<file path="src/uart_lfc_consts.vh">
// Constants for the line frame control block: offsets, field positions, widths.
// Assumes inclusion by bare name from the design files of this block.
`ifndef UART_LFC_CONSTS_VH
`define UART_LFC_CONSTS_VH
// ----------------------------------------
// Register offsets (byte addresses)
// ----------------------------------------
`define LFC_ADDR_INT_DIV     12'h024
`define LFC_ADDR_FRAC_DIV    12'h028
`define LFC_ADDR_LINE_CTRL   12'h02c
`define LFC_ADDR_STATUS      12'h018
`define LFC_ADDR_DATA        12'h000
// ----------------------------------------
// Line frame control fields
// ----------------------------------------
`define LFC_BRK_BIT          0
`define LFC_PEN_BIT          1
`define LFC_EPS_BIT          2
`define LFC_TWO_STOP_SELECT_BIT         3
`define LFC_FIFO_BIT         4
`define LFC_DATA_WORD_LENGTH_LO          5
`define LFC_DATA_WORD_LENGTH_HI          6
`define LFC_SPS_BIT          7
`define LFC_CTRL_WIDTH       8
`define LFC_CTRL_RESET       8'h00
// ----------------------------------------
// Word length codes and widths
// ----------------------------------------
`define LFC_DATA_WORD_LENGTH_5           2'h0
`define LFC_DATA_WORD_LENGTH_6           2'h1
`define LFC_DATA_WORD_LENGTH_7           2'h2
`define LFC_DATA_WORD_LENGTH_8           2'h3
`define LFC_INT_DIV_WIDTH    16
`define LFC_FRAC_DIV_WIDTH   6
`define LFC_INT_DIV_RESET    16'h0000
`define LFC_FRAC_DIV_RESET   6'h00
`define LFC_FIFO_DEPTH       8
`define LFC_BIT_CNT_WIDTH    4
`define LFC_SAMPLE_TICKS     4'hf
`define LFC_MID_TICKS        4'h7
`endif

</file>
<file path="src/uart_line_frame_control.v">
// Line frame control for an asynchronous serial port, with a simple transmitter
// and receiver that obey the selected frame format.
// Assumes a plain register port from software and a remote serial peer on the line.
//
// Overview of operation
// - Divisors commit only on line control write
// - Stick parity with even select: parity zero
// - Stick parity with odd select: parity one
// - Word length field selects five to eight
// - FIFO bit set: multi-entry buffering
// - FIFO bit clear: one-byte holding register
// - Two-stop select appends two stop bits
// - Receiver never checks second stop bit
// - Even parity: even count of ones
// - Odd parity: odd count of ones
// - Even select ignored without parity enable
// - Parity enable adds and checks parity
// - Break holds line low after character
// - New divisor waits for character end
// - Clearing FIFO bit flushes transmit FIFO
`timescale 1ns/100ps
`include "uart_lfc_consts.vh"
module uart_line_frame_control
#(
   parameter FIFO_DEPTH = `LFC_FIFO_DEPTH
)
(
   input  wire        core_clk,
   input  wire        arst_n,
   input  wire [11:0] reg_addr,
   input  wire [31:0] reg_wdata,
   input  wire        reg_write,
   input  wire        reg_read,
   output reg  [31:0] reg_rdata,
   input  wire        serial_rx_in,
   output wire        serial_tx_out,
   output wire        divisor_load,
   output wire        tx_flush
);
   // ----------------------------------------
   // Registers and decode
   // ----------------------------------------
   reg  [`LFC_CTRL_WIDTH-1:0]     ctrl_reg;       // Line frame control
   reg  [`LFC_INT_DIV_WIDTH-1:0]  int_stage_reg;  // Integer divisor as written
   reg  [`LFC_FRAC_DIV_WIDTH-1:0] frac_stage_reg; // Fraction as written
   reg  [`LFC_INT_DIV_WIDTH-1:0]  int_cmt_reg;    // Committed integer divisor
   reg  [`LFC_FRAC_DIV_WIDTH-1:0] frac_cmt_reg;   // Committed fraction
   reg                            cmt_pend_reg;   // Commit awaiting idle line
   reg  [`LFC_INT_DIV_WIDTH-1:0]  int_act_reg;    // Divisor in use
   reg  [`LFC_FRAC_DIV_WIDTH-1:0] frac_act_reg;   // Fraction in use
   wire                           wr_ctrl;        // Line control write
   wire                           tx_busy;        // Character on the line
   wire                           rx_busy;        // Character arriving
   wire [`LFC_CTRL_WIDTH-1:0]     ctrl_next;      // Masked write value

   assign wr_ctrl      = reg_write && (reg_addr == `LFC_ADDR_LINE_CTRL);
   assign ctrl_next    = reg_wdata[`LFC_CTRL_WIDTH-1:0];
   assign divisor_load = wr_ctrl;
   // Flush when the FIFO bit goes from set to clear
   assign tx_flush     = wr_ctrl && ctrl_reg[`LFC_FIFO_BIT] && !ctrl_next[`LFC_FIFO_BIT];

   // Word length decode used by both directions
   function [3:0] data_bits;
      input [1:0] data_word_length;
      begin
         case (data_word_length)
            `LFC_DATA_WORD_LENGTH_8: data_bits = 4'h8;
            `LFC_DATA_WORD_LENGTH_7: data_bits = 4'h7;
            `LFC_DATA_WORD_LENGTH_6: data_bits = 4'h6;
            default:     data_bits = 4'h5;
         endcase
      end
   endfunction

   // Parity bit for a data word under current settings
   function parity_of;
      input [7:0] d;
      input [7:0] c;
      reg   [7:0] m;
      reg   [3:0] n;
      begin
         m = d;
         n = data_bits(c[`LFC_DATA_WORD_LENGTH_HI:`LFC_DATA_WORD_LENGTH_LO]);
         if (n < 4'h8) m[7] = 1'b0;
         if (n < 4'h7) m[6] = 1'b0;
         if (n < 4'h6) m[5] = 1'b0;
         if (c[`LFC_SPS_BIT])
            parity_of = ~c[`LFC_EPS_BIT];
         else if (c[`LFC_EPS_BIT])
            parity_of = ^m;
         else
            parity_of = ~(^m);
      end
   endfunction

   // Register writes; reserved bits are simply not stored
   always @(posedge core_clk or negedge arst_n)
   begin
      if (!arst_n)
      begin
         ctrl_reg       <= `LFC_CTRL_RESET;
         int_stage_reg  <= `LFC_INT_DIV_RESET;
         frac_stage_reg <= `LFC_FRAC_DIV_RESET;
         int_cmt_reg    <= `LFC_INT_DIV_RESET;
         frac_cmt_reg   <= `LFC_FRAC_DIV_RESET;
      end
      else if (reg_write)
      begin
         if (reg_addr == `LFC_ADDR_INT_DIV)
            int_stage_reg <= reg_wdata[`LFC_INT_DIV_WIDTH-1:0];
         if (reg_addr == `LFC_ADDR_FRAC_DIV)
            frac_stage_reg <= reg_wdata[`LFC_FRAC_DIV_WIDTH-1:0];
         if (wr_ctrl)
         begin
            ctrl_reg     <= ctrl_next;
            int_cmt_reg  <= int_stage_reg;
            frac_cmt_reg <= frac_stage_reg;
         end
      end
   end

   // Committed divisor applied only between characters
   always @(posedge core_clk or negedge arst_n)
   begin
      if (!arst_n)
      begin
         cmt_pend_reg <= 1'b0;
         int_act_reg  <= `LFC_INT_DIV_RESET;
         frac_act_reg <= `LFC_FRAC_DIV_RESET;
      end
      else if (cmt_pend_reg && !tx_busy && !rx_busy)
      begin
         int_act_reg  <= int_cmt_reg;
         frac_act_reg <= frac_cmt_reg;
         cmt_pend_reg <= wr_ctrl;
      end
      else if (wr_ctrl)
         cmt_pend_reg <= 1'b1;
   end

   // ----------------------------------------
   // Baud tick: 16x oversample from divisor
   // ----------------------------------------
   reg  [`LFC_INT_DIV_WIDTH+`LFC_FRAC_DIV_WIDTH-1:0] baud_cnt_reg; // Fixed-point count
   wire [`LFC_INT_DIV_WIDTH+`LFC_FRAC_DIV_WIDTH-1:0] baud_top;     // Reload point
   wire                                              tick;         // Oversample strike
   // Fraction is shifted out and ignored; only the integer divisor sets the tick period
   assign baud_top = {int_act_reg, frac_act_reg} >> `LFC_FRAC_DIV_WIDTH;
   assign tick     = (baud_cnt_reg >= baud_top);

   // Free running divider
   always @(posedge core_clk or negedge arst_n)
   begin
      if (!arst_n)
         baud_cnt_reg <= {(`LFC_INT_DIV_WIDTH+`LFC_FRAC_DIV_WIDTH){1'b0}};
      else if (tick)
         baud_cnt_reg <= {(`LFC_INT_DIV_WIDTH+`LFC_FRAC_DIV_WIDTH){1'b0}};
      else
         baud_cnt_reg <= baud_cnt_reg + {{(`LFC_INT_DIV_WIDTH+`LFC_FRAC_DIV_WIDTH-1){1'b0}}, 1'b1};
   end

   // ----------------------------------------
   // Transmit and receive FIFOs and software data port
   // ----------------------------------------
   wire       txf_in_ready;  // Room in transmit buffer
   wire       txf_valid;     // Word waiting to go
   wire [7:0] txf_data;      // Head word
   reg        tx_take;       // Transmitter pulls a word
   wire [3:0] buf_limit;     // Depth per mode
   wire       rxf_in_ready;  // Room in receive buffer
   wire       rxf_valid;     // Received word present
   wire [7:0] rxf_data;      // Oldest received word
   reg  [7:0] rx_word_reg;   // Word being assembled
   reg        rx_push;       // Receiver delivers a word
   wire       rx_pop;        // Software read of data

   // Character mode shrinks both buffers to one entry
   assign buf_limit = ctrl_reg[`LFC_FIFO_BIT] ? FIFO_DEPTH[3:0] : 4'h1;
   assign rx_pop    = reg_read && (reg_addr == `LFC_ADDR_DATA);

   lfc_fifo #(.WIDTH(8), .DEPTH(FIFO_DEPTH), .AW(3)) u_tx_fifo
   (
      .core_clk  (core_clk),
      .arst_n    (arst_n),
      .flush     (tx_flush),
      .limit     (buf_limit),
      .in_valid  (reg_write && (reg_addr == `LFC_ADDR_DATA)),
      .in_ready  (txf_in_ready),
      .in_data   (reg_wdata[7:0]),
      .out_valid (txf_valid),
      .out_ready (tx_take),
      .out_data  (txf_data)
   );

   lfc_fifo #(.WIDTH(8), .DEPTH(FIFO_DEPTH), .AW(3)) u_rx_fifo
   (
      .core_clk  (core_clk),
      .arst_n    (arst_n),
      .flush     (1'b0),
      .limit     (buf_limit),
      .in_valid  (rx_push),
      .in_ready  (rxf_in_ready),
      .in_data   (rx_word_reg),
      .out_valid (rxf_valid),
      .out_ready (rx_pop),
      .out_data  (rxf_data)
   );

   // ----------------------------------------
   // Transmitter
   // ----------------------------------------
   localparam TX_IDLE = 4'b0001;
   localparam TX_SEND = 4'b0010;
   localparam TX_BRK  = 4'b0100;
   localparam TX_GAP  = 4'b1000;
   reg  [3:0]  tx_state_reg;   // One-hot state
   reg  [11:0] tx_shift_reg;   // Start, data, parity, stops
   reg  [3:0]  tx_left_reg;    // Bits still to send
   reg  [3:0]  tx_sub_reg;     // Ticks within a bit
   reg         tx_line_reg;    // Registered line level
   assign serial_tx_out = tx_line_reg;
   assign tx_busy       = !tx_state_reg[0];

   // Frame builder and bit serialiser
   always @(posedge core_clk or negedge arst_n)
   begin
      if (!arst_n)
      begin
         tx_state_reg <= TX_IDLE;
         tx_shift_reg <= 12'hfff;
         tx_left_reg  <= 4'h0;
         tx_sub_reg   <= 4'h0;
         tx_line_reg  <= 1'b1;
         tx_take      <= 1'b0;
      end
      else
      begin
         tx_take <= 1'b0;
         case (tx_state_reg)
            TX_IDLE:
            begin
               tx_line_reg <= 1'b1;
               if (ctrl_reg[`LFC_BRK_BIT])
                  tx_state_reg <= TX_BRK;
               else if (txf_valid && !tx_take && !cmt_pend_reg)
               begin
                  // Start low then data LSB first, parity, high stops
                  tx_shift_reg <= {3'h7, txf_data, 1'b0} | (12'hfff << (data_bits(ctrl_reg[6:5]) + 4'h1));
                  if (ctrl_reg[`LFC_PEN_BIT])
                     tx_shift_reg[data_bits(ctrl_reg[6:5]) + 4'h1] <= parity_of(txf_data, ctrl_reg);
                  tx_left_reg  <= data_bits(ctrl_reg[6:5]) + 4'h2 + {3'h0, ctrl_reg[`LFC_PEN_BIT]}
                                  + {3'h0, ctrl_reg[`LFC_TWO_STOP_SELECT_BIT]};
                  tx_take      <= 1'b1;
                  tx_sub_reg   <= 4'h0;
                  tx_state_reg <= TX_SEND;
               end
            end
            TX_SEND:
            begin
               tx_line_reg <= tx_shift_reg[0];
               if (tick)
               begin
                  tx_sub_reg <= tx_sub_reg + 4'h1;
                  if (tx_sub_reg == `LFC_SAMPLE_TICKS)
                  begin
                     tx_shift_reg <= {1'b1, tx_shift_reg[11:1]};
                     tx_left_reg  <= tx_left_reg - 4'h1;
                     if (tx_left_reg == 4'h1)
                        tx_state_reg <= TX_GAP;
                  end
               end
            end
            TX_GAP:
            begin
               // One idle cycle so the next head word is settled
               tx_line_reg  <= 1'b1;
               tx_state_reg <= TX_IDLE;
            end
            TX_BRK:
            begin
               // Break length is software's duty; held until cleared
               tx_line_reg <= 1'b0;
               if (!ctrl_reg[`LFC_BRK_BIT])
                  tx_state_reg <= TX_GAP;
            end
            default:
               tx_state_reg <= TX_IDLE;
         endcase
      end
   end

   // ----------------------------------------
   // Receiver
   // ----------------------------------------
   localparam RX_IDLE = 3'b001;
   localparam RX_BITS = 3'b010;
   localparam RX_STOP = 3'b100;
   reg  [1:0] rx_sync_reg;   // Two-stage pin synchroniser
   reg  [2:0] rx_state_reg;  // One-hot state
   reg  [3:0] rx_sub_reg;    // Ticks within a bit
   reg  [3:0] rx_idx_reg;    // Bit index after start
   reg        rx_par_reg;    // Received parity bit
   reg        par_err_reg;   // Last parity mismatch
   reg        frm_err_reg;   // Last missing stop bit
   reg        ovr_err_reg;   // Word lost to full buffer
   wire       rx_pin;        // Synchronised line
   assign rx_pin  = rx_sync_reg[1];
   assign rx_busy = !rx_state_reg[0];

   // Line synchroniser
   always @(posedge core_clk or negedge arst_n)
   begin
      if (!arst_n)
         rx_sync_reg <= 2'h3;
      else
         rx_sync_reg <= {rx_sync_reg[0], serial_rx_in};
   end

   // Start detect, mid-bit sampling, checks
   always @(posedge core_clk or negedge arst_n)
   begin
      if (!arst_n)
      begin
         rx_state_reg <= RX_IDLE;
         rx_sub_reg   <= 4'h0;
         rx_idx_reg   <= 4'h0;
         rx_word_reg  <= 8'h00;
         rx_par_reg   <= 1'b0;
         rx_push      <= 1'b0;
         par_err_reg  <= 1'b0;
         frm_err_reg  <= 1'b0;
         ovr_err_reg  <= 1'b0;
      end
      else
      begin
         rx_push <= 1'b0;
         case (rx_state_reg)
            RX_IDLE:
               if (!rx_pin)
               begin
                  rx_sub_reg   <= `LFC_MID_TICKS;
                  rx_idx_reg   <= 4'h0;
                  rx_word_reg  <= 8'h00;
                  rx_state_reg <= RX_BITS;
               end
            RX_BITS:
               if (tick)
               begin
                  rx_sub_reg <= rx_sub_reg + 4'h1;
                  if (rx_sub_reg == `LFC_SAMPLE_TICKS)
                  begin
                     rx_idx_reg <= rx_idx_reg + 4'h1;
                     if (rx_idx_reg == 4'h0 && rx_pin)
                        rx_state_reg <= RX_IDLE; // Glitch, not a start
                     else if (rx_idx_reg != 4'h0 && rx_idx_reg <= data_bits(ctrl_reg[6:5]))
                        rx_word_reg[rx_idx_reg[2:0] - 3'h1] <= rx_pin;
                     else if (rx_idx_reg != 4'h0 && ctrl_reg[`LFC_PEN_BIT] && !rx_state_reg[2]
                              && rx_idx_reg == data_bits(ctrl_reg[6:5]) + 4'h1)
                        rx_par_reg <= rx_pin;
                     else if (rx_idx_reg != 4'h0)
                     begin
                        // First stop only; a second stop is never examined
                        frm_err_reg  <= !rx_pin;
                        rx_state_reg <= RX_STOP;
                     end
                  end
               end
            RX_STOP:
            begin
               if (ctrl_reg[`LFC_PEN_BIT])
                  par_err_reg <= (rx_par_reg != parity_of(rx_word_reg, ctrl_reg));
               else
                  par_err_reg <= 1'b0;
               rx_push      <= rxf_in_ready;
               ovr_err_reg  <= ovr_err_reg | !rxf_in_ready;
               rx_state_reg <= RX_IDLE;
            end
            default:
               rx_state_reg <= RX_IDLE;
         endcase
      end
   end

   // ----------------------------------------
   // Read data, one cycle after the strobe
   // ----------------------------------------
   always @(posedge core_clk or negedge arst_n)
   begin
      if (!arst_n)
         reg_rdata <= 32'h00000000;
      else if (!reg_read)
         reg_rdata <= 32'h00000000;
      else
      case (reg_addr)
         `LFC_ADDR_LINE_CTRL: reg_rdata <= {24'h000000, ctrl_reg};
         `LFC_ADDR_INT_DIV:   reg_rdata <= {16'h0000, int_stage_reg};
         `LFC_ADDR_FRAC_DIV:  reg_rdata <= {26'h0000000, frac_stage_reg};
         `LFC_ADDR_DATA:      reg_rdata <= {21'h000000, ovr_err_reg, frm_err_reg, par_err_reg, rxf_data};
         `LFC_ADDR_STATUS:    reg_rdata <= {25'h0000000, cmt_pend_reg, !txf_in_ready, txf_valid,
                                            rxf_valid, tx_busy, ctrl_reg[`LFC_BRK_BIT], rx_busy};
         default:             reg_rdata <= 32'h00000000;
      endcase
   end
endmodule

</file>
<file path="src/lfc_fifo.v">
// Small synchronous FIFO with valid/ready on both sides and a flush input.
// Assumes one clock and an active-low asynchronous reset shared with its user.
`timescale 1ns/100ps
module lfc_fifo
#(
   parameter WIDTH = 8,
   parameter DEPTH = 8,
   parameter AW    = 3
)
(
   input  wire             core_clk,
   input  wire             arst_n,
   input  wire             flush,
   input  wire [AW:0]      limit,
   input  wire             in_valid,
   output wire             in_ready,
   input  wire [WIDTH-1:0] in_data,
   output wire             out_valid,
   input  wire             out_ready,
   output wire [WIDTH-1:0] out_data
);
   // ----------------------------------------
   // Storage and pointers
   // ----------------------------------------
   reg  [WIDTH-1:0] mem_reg [0:DEPTH-1];   // Data words
   reg  [AW-1:0]    wr_ptr_reg;            // Write index
   reg  [AW-1:0]    rd_ptr_reg;            // Read index
   reg  [AW:0]      count_reg;             // Fill level
   wire             push;                  // Word taken in
   wire             pop;                   // Word handed out

   // Limit lets the user shrink the FIFO to one holding register;
   // a word leaving frees its slot in the same cycle
   assign in_ready  = (count_reg < limit) || out_ready;
   assign out_valid = (count_reg != {(AW+1){1'b0}});
   assign out_data  = mem_reg[rd_ptr_reg];
   assign push      = in_valid & in_ready;
   assign pop       = out_valid & out_ready;

   // Pointer and count update; flush empties without touching data
   always @(posedge core_clk or negedge arst_n)
   begin
      if (!arst_n)
      begin
         wr_ptr_reg <= {AW{1'b0}};
         rd_ptr_reg <= {AW{1'b0}};
         count_reg  <= {(AW+1){1'b0}};
      end
      else if (flush)
      begin
         wr_ptr_reg <= {AW{1'b0}};
         rd_ptr_reg <= {AW{1'b0}};
         count_reg  <= {(AW+1){1'b0}};
      end
      else
      begin
         if (push)
            wr_ptr_reg <= wr_ptr_reg + {{(AW-1){1'b0}}, 1'b1};
         if (pop)
            rd_ptr_reg <= rd_ptr_reg + {{(AW-1){1'b0}}, 1'b1};
         if (push && !pop)
            count_reg <= count_reg + {{AW{1'b0}}, 1'b1};
         else if (pop && !push)
            count_reg <= count_reg - {{AW{1'b0}}, 1'b1};
      end
   end

   // Data array has no reset; out_data shows mem_reg[rd_ptr_reg] even while the FIFO is empty
   always @(posedge core_clk)
   begin
      if (push)
         mem_reg[wr_ptr_reg] <= in_data;
   end
endmodule

</file>
<file path="config.mk">
export PLATFORM = sky130hd
export DESIGN_NAME = uart_line_frame_control
export DESIGN_NICKNAME = d
export VERILOG_FILES = /design/src/uart_line_frame_control.v /design/src/lfc_fifo.v
export VERILOG_INCLUDE_DIRS = /design/src
export SDC_FILE = /design/constraint.sdc
export NUM_CORES = 1
export LEC_CHECK = 0
export ABC_AREA = 1
export ABC_CLOCK_PERIOD_IN_PS = 2490
export BUFFER_PORTS_ARGS = -buffer_cell sky130_fd_sc_hd__clkbuf_2
export CORE_ASPECT_RATIO = 1.4
export CORE_MARGIN = 2
export CORE_UTILIZATION = 55
export CTS_CLUSTER_SIZE = 10
export DETAILED_ROUTE_END_ITERATION = 6
export PLACE_DENSITY_LB_ADDON = 0.05
export SKIP_LAST_GASP = 1
export SYNTH_ARGS = -nofsm -noshare
export SYNTH_HDL_FRONTEND = slang
export SYNTH_SLANG_ARGS = --single-unit
</file>
<file path="constraint.sdc">
create_clock -name core_clk -period 2.49 [get_ports core_clk]
set_clock_uncertainty 0.05 [all_clocks]
set_input_delay 0.249 -clock core_clk [delete_from_list [all_inputs] [get_ports core_clk]]
set_output_delay 0.249 -clock core_clk [all_outputs]
set_load 0.02 [all_outputs]
</file>
==> flow_metrics.py <==
metrics = {
    "run_status": {
        "status": "complete, no violations",
    },
    "routing": {
        "drt_iter0_markers": 584,
        "final_antenna_net_count": 0,
        "wl_per_cell_um": 16.7,
        "drtPass1Iterations": 6,
        "vias_per_cell": 5.29,
        "vias": 11067,
        "drc_errors": 0,
        "totalWireLength_um": 35000,
    },
    "cells_and_area": {
        "final_nets": 1841,
        "most-common-layout-cells": "351 x nand2_1, 188 x inv_1, 153 x dfrtp_1, 143 x nor2_1, 128 x edfxtp_1",
        "area_growth_pct": 18.1,
        "utilization_pct": 65.9,
        "n_antenna_cell": 0,
        "drive_gt1_share_pct": 17.3,
        "mostFrequentLayoutCell": "nand2_1",
    },
    "power_and_ir_drop": {
        "power-per-cell-area_nw_per_um2": 878,
        "vdd_drop_max_v": 0.000586,
        "seqPwrFrac_pct": 40.0,
        "power_mw": 15.1,
        "p_sw_share_pct": 33.8,
        "p_leak_nw": 7.73,
        "clkPwrFrac_pct": 31.2,
        "combPwrFrac_pct": 28.8,
        "switching_power_mw": 5.10,
        "p_int_mw": 10.0,
    },
    "sta": {
        "min_period_ns": 2.41,
        "maxSlewHeadroom_pct": 66.2,
        "finalMaxSlewViolations": 0,
        "max_freq_ghz": 0.414,
        "holdWs_ns": 0.0186,
        "worstMarginPinSlew_ns": 0.503,
        "finalHoldViolCount": 0,
        "grt_setup_unrepaired": "yes",
        "period_share_pct": 96.9,
        "setup_viol": 0,
    },
    "global_routing": {
        "grt_pass1_wl_um": 55500,
        "grt_max_degree": 56,
        "grt_pass1_vias": 10758,
        "antenna_found_initial": 0,
        "grt_usage_pct": 25.5,
        "grt.overflow.total": 0,
    },
    "critical_path": {
        "worst-path-buf-inv": 3,
        "worstSetupStartpointType": "flop",
        "crit_chain": "inv_2 > buf_6 > ha_4 > or2_4 > ha_2 > a32oi_2 > o21ai_2 > o2111a_1 > nand2_2 > nor3_4 > buf_6 > nand2_1 > nand2_1",
        "critPathMaxFanout": 8,
        "required_ns": 2.89,
        "crit_family": "simple AND/OR/NAND/NOR gates",
        "slowest_stage": "dfrtp_2",
        "worstSetupPathType": "flop to flop",
        "arrival_ns": 2.82,
        "critPathCaptureType": "flop",
        "cp_slowest_stage_delay_ns": 0.39,
    },
    "synthesis": {
        "synth_area_um2": 14600,
        "synthFlopType": "dfrtp_1",
        "ys.warnings.count": 0,
        "synth_cell_types": 56,
        "yosysSeqAreaShare_pct": 56.3,
        "synth_seq_cells": 301,
        "synth-edff-count": 128,
        "synthArstFlopShare_pct": 57.5,
        "syn_avg_cell_area_um2": 9.29,
        "synth_cells": 1568,
    },
    "floorplanning": {
        "ioPinCount": 84,
        "dieArea_um2": 27800,
        "core_um2": 26100,
        "initial_utilization_pct": 55.8,
        "die_y_um": 197,
        "die_w_um": 142,
        "core.rowCount": 70,
    },
    "placement": {
        "port_buffers": 51,
        "place_congestion": 0.873,
        "dp_hpwl_um": 24400,
    },
    "clock_network": {
        "worst_skew_pair.late_latency_ns": 0.52,
        "clock-sinks": 301,
        "h-tree-depth": 2,
        "cts_root_buf": "clkbuf_16",
        "cts_tree": "yes",
        "cts.clk_slew.worst_paths_ns": 0.06,
        "cts.path.max_buffers": 3,
        "cts_buffers": 36,
    },
    "min_path": {
        "hp-class": "input pin to flop",
    },
    "flow_run": {
        "maxCapViolCount": 0,
    },
}
## final timing paths
kind,start,to,slack [ns],cells past startpoint
setup / recovery,ctrl_reg[5]$_DFFE_PN0P_,rx_word_reg[6]$_DFFE_PN0P_,0.08,13
hold / removal,reg_wdata[6],u_tx_fifo.mem_reg[3][6]$_DFFE_PP_,0.02,1
setup reg to reg,ctrl_reg[5]$_DFFE_PN0P_,rx_word_reg[6]$_DFFE_PN0P_,0.08,13
hold reg to reg,rx_sync_reg[0]$_DFF_PN1_,rx_sync_reg[1]$_DFF_PN1_,0.31,0
max in group asynchronous,arst_n,rx_sync_reg[1]$_DFF_PN1_,1.46,3
min in group asynchronous,arst_n,u_tx_fifo.wr_ptr_reg[1]$_DFFE_PN0P_,0.20,2
## Yosys cell counts (6+ instances only)
library cell | n | area, µm²
clkbuf_1 | 23 | 86.3
a221oi_1 | 6 | 52.6
ha_1 | 46 | 576
o211ai_1 | 25 | 188
buf_2 | 10 | 50.1
nor4_1 | 8 | 50.1
nor3_1 | 34 | 170
nand2_1 | 361 | 1360
a21oi_1 | 44 | 220
nor2_1 | 145 | 544
nand3_1 | 88 | 440
buf_4 | 22 | 165
a31oi_1 | 13 | 81.3
dfstp_2 | 17 | 447
inv_1 | 201 | 754
nand4_1 | 6 | 37.5
nand2_2 | 7 | 43.8
xnor2_1 | 10 | 87.6
mux2_2 | 10 | 113
dfrtp_1 | 156 | 3900
o21ai_0 | 119 | 596
edfxtp_1 | 128 | 3840
xor2_1 | 17 | 149
o21ai_1 | 8 | 40.0
## cell type report
| type | instances | area [µm²] |
|---|---|---|
| fill | 2181 | 8910 |
| multi-input combinational | 1018 | 5470 |
| timing repair buffer | 177 | 1280 |
| clock inverter | 1 | 8.76 |
| tap | 324 | 405 |
| inverter | 208 | 796 |
| clock buffer | 63 | 1020 |
| sequential | 301 | 8200 |
## through the flow
step                      setup WS, ns  instance area, µm²  cells  TNS [ns]
after global placement         -0.0197               15800   2006   -0.0312
after CTS                      0.00481               17000   2083         0
after global routing            -0.199               17200   2092    -0.568
after detailed placement       -0.0467               15800   2006    -0.121
after floorplan                0.00905               14700   1588         0
final                           0.0766               17200   2092         0
## logic make-up after synthesis
group,Yosys count,synth area share (%)
AND/OR/NAND/NOR,672,19.6
flip-flops,301,56.3
buffers and inverters,269,7.85
AO/OA/AOI/OAI,237,9.26
adder cells (fa/ha/maj),50,4.50
XOR/XNOR,27,1.62
multiplexers,11,0.842
other,1,0.0258
## repair_timing
item	4_1_cts	5_1_grt
endpoints found under the setup margin	10	36
pin swaps	1	29
resized for setup	5	50
hold buffers	13	0
cloned	0	0
setup buffers	0	9
hold endpoints to repair	71	0
## per-layer routing
metal  vias to the layer above  track usage (%)  share of wire [%]
li1                       5490                -                  -
met1                      5299             31.8                 41
met2                       219             45.8                 52
met3                        59             2.96                3.8
met4                         0             8.96                3.1
met5                         -                0                  0
## worst reg2reg max path: cells and delay by family (launching register included)
family,cells,cell delay (ns)
AND/OR/NAND/NOR,5,0.55
buffers and inverters,3,0.33
adder cells (fa/ha/maj),2,0.50
flip-flops,1,0.39
AO/OA/AOI/OAI,3,0.53
## power groups by stage
stage                     clock network [mW]  registers [mW]  logic [mW]
after floorplan                            0            5.99        3.11
after global placement                     0            6.11        4.01
after detailed placement                   0            6.13        4.11
after CTS                               4.79            6.04        4.16
after global routing                    4.97            6.09        4.88
final                                   4.71            6.04        4.34
Note: power is estimated with default switching activity, not from simulation.
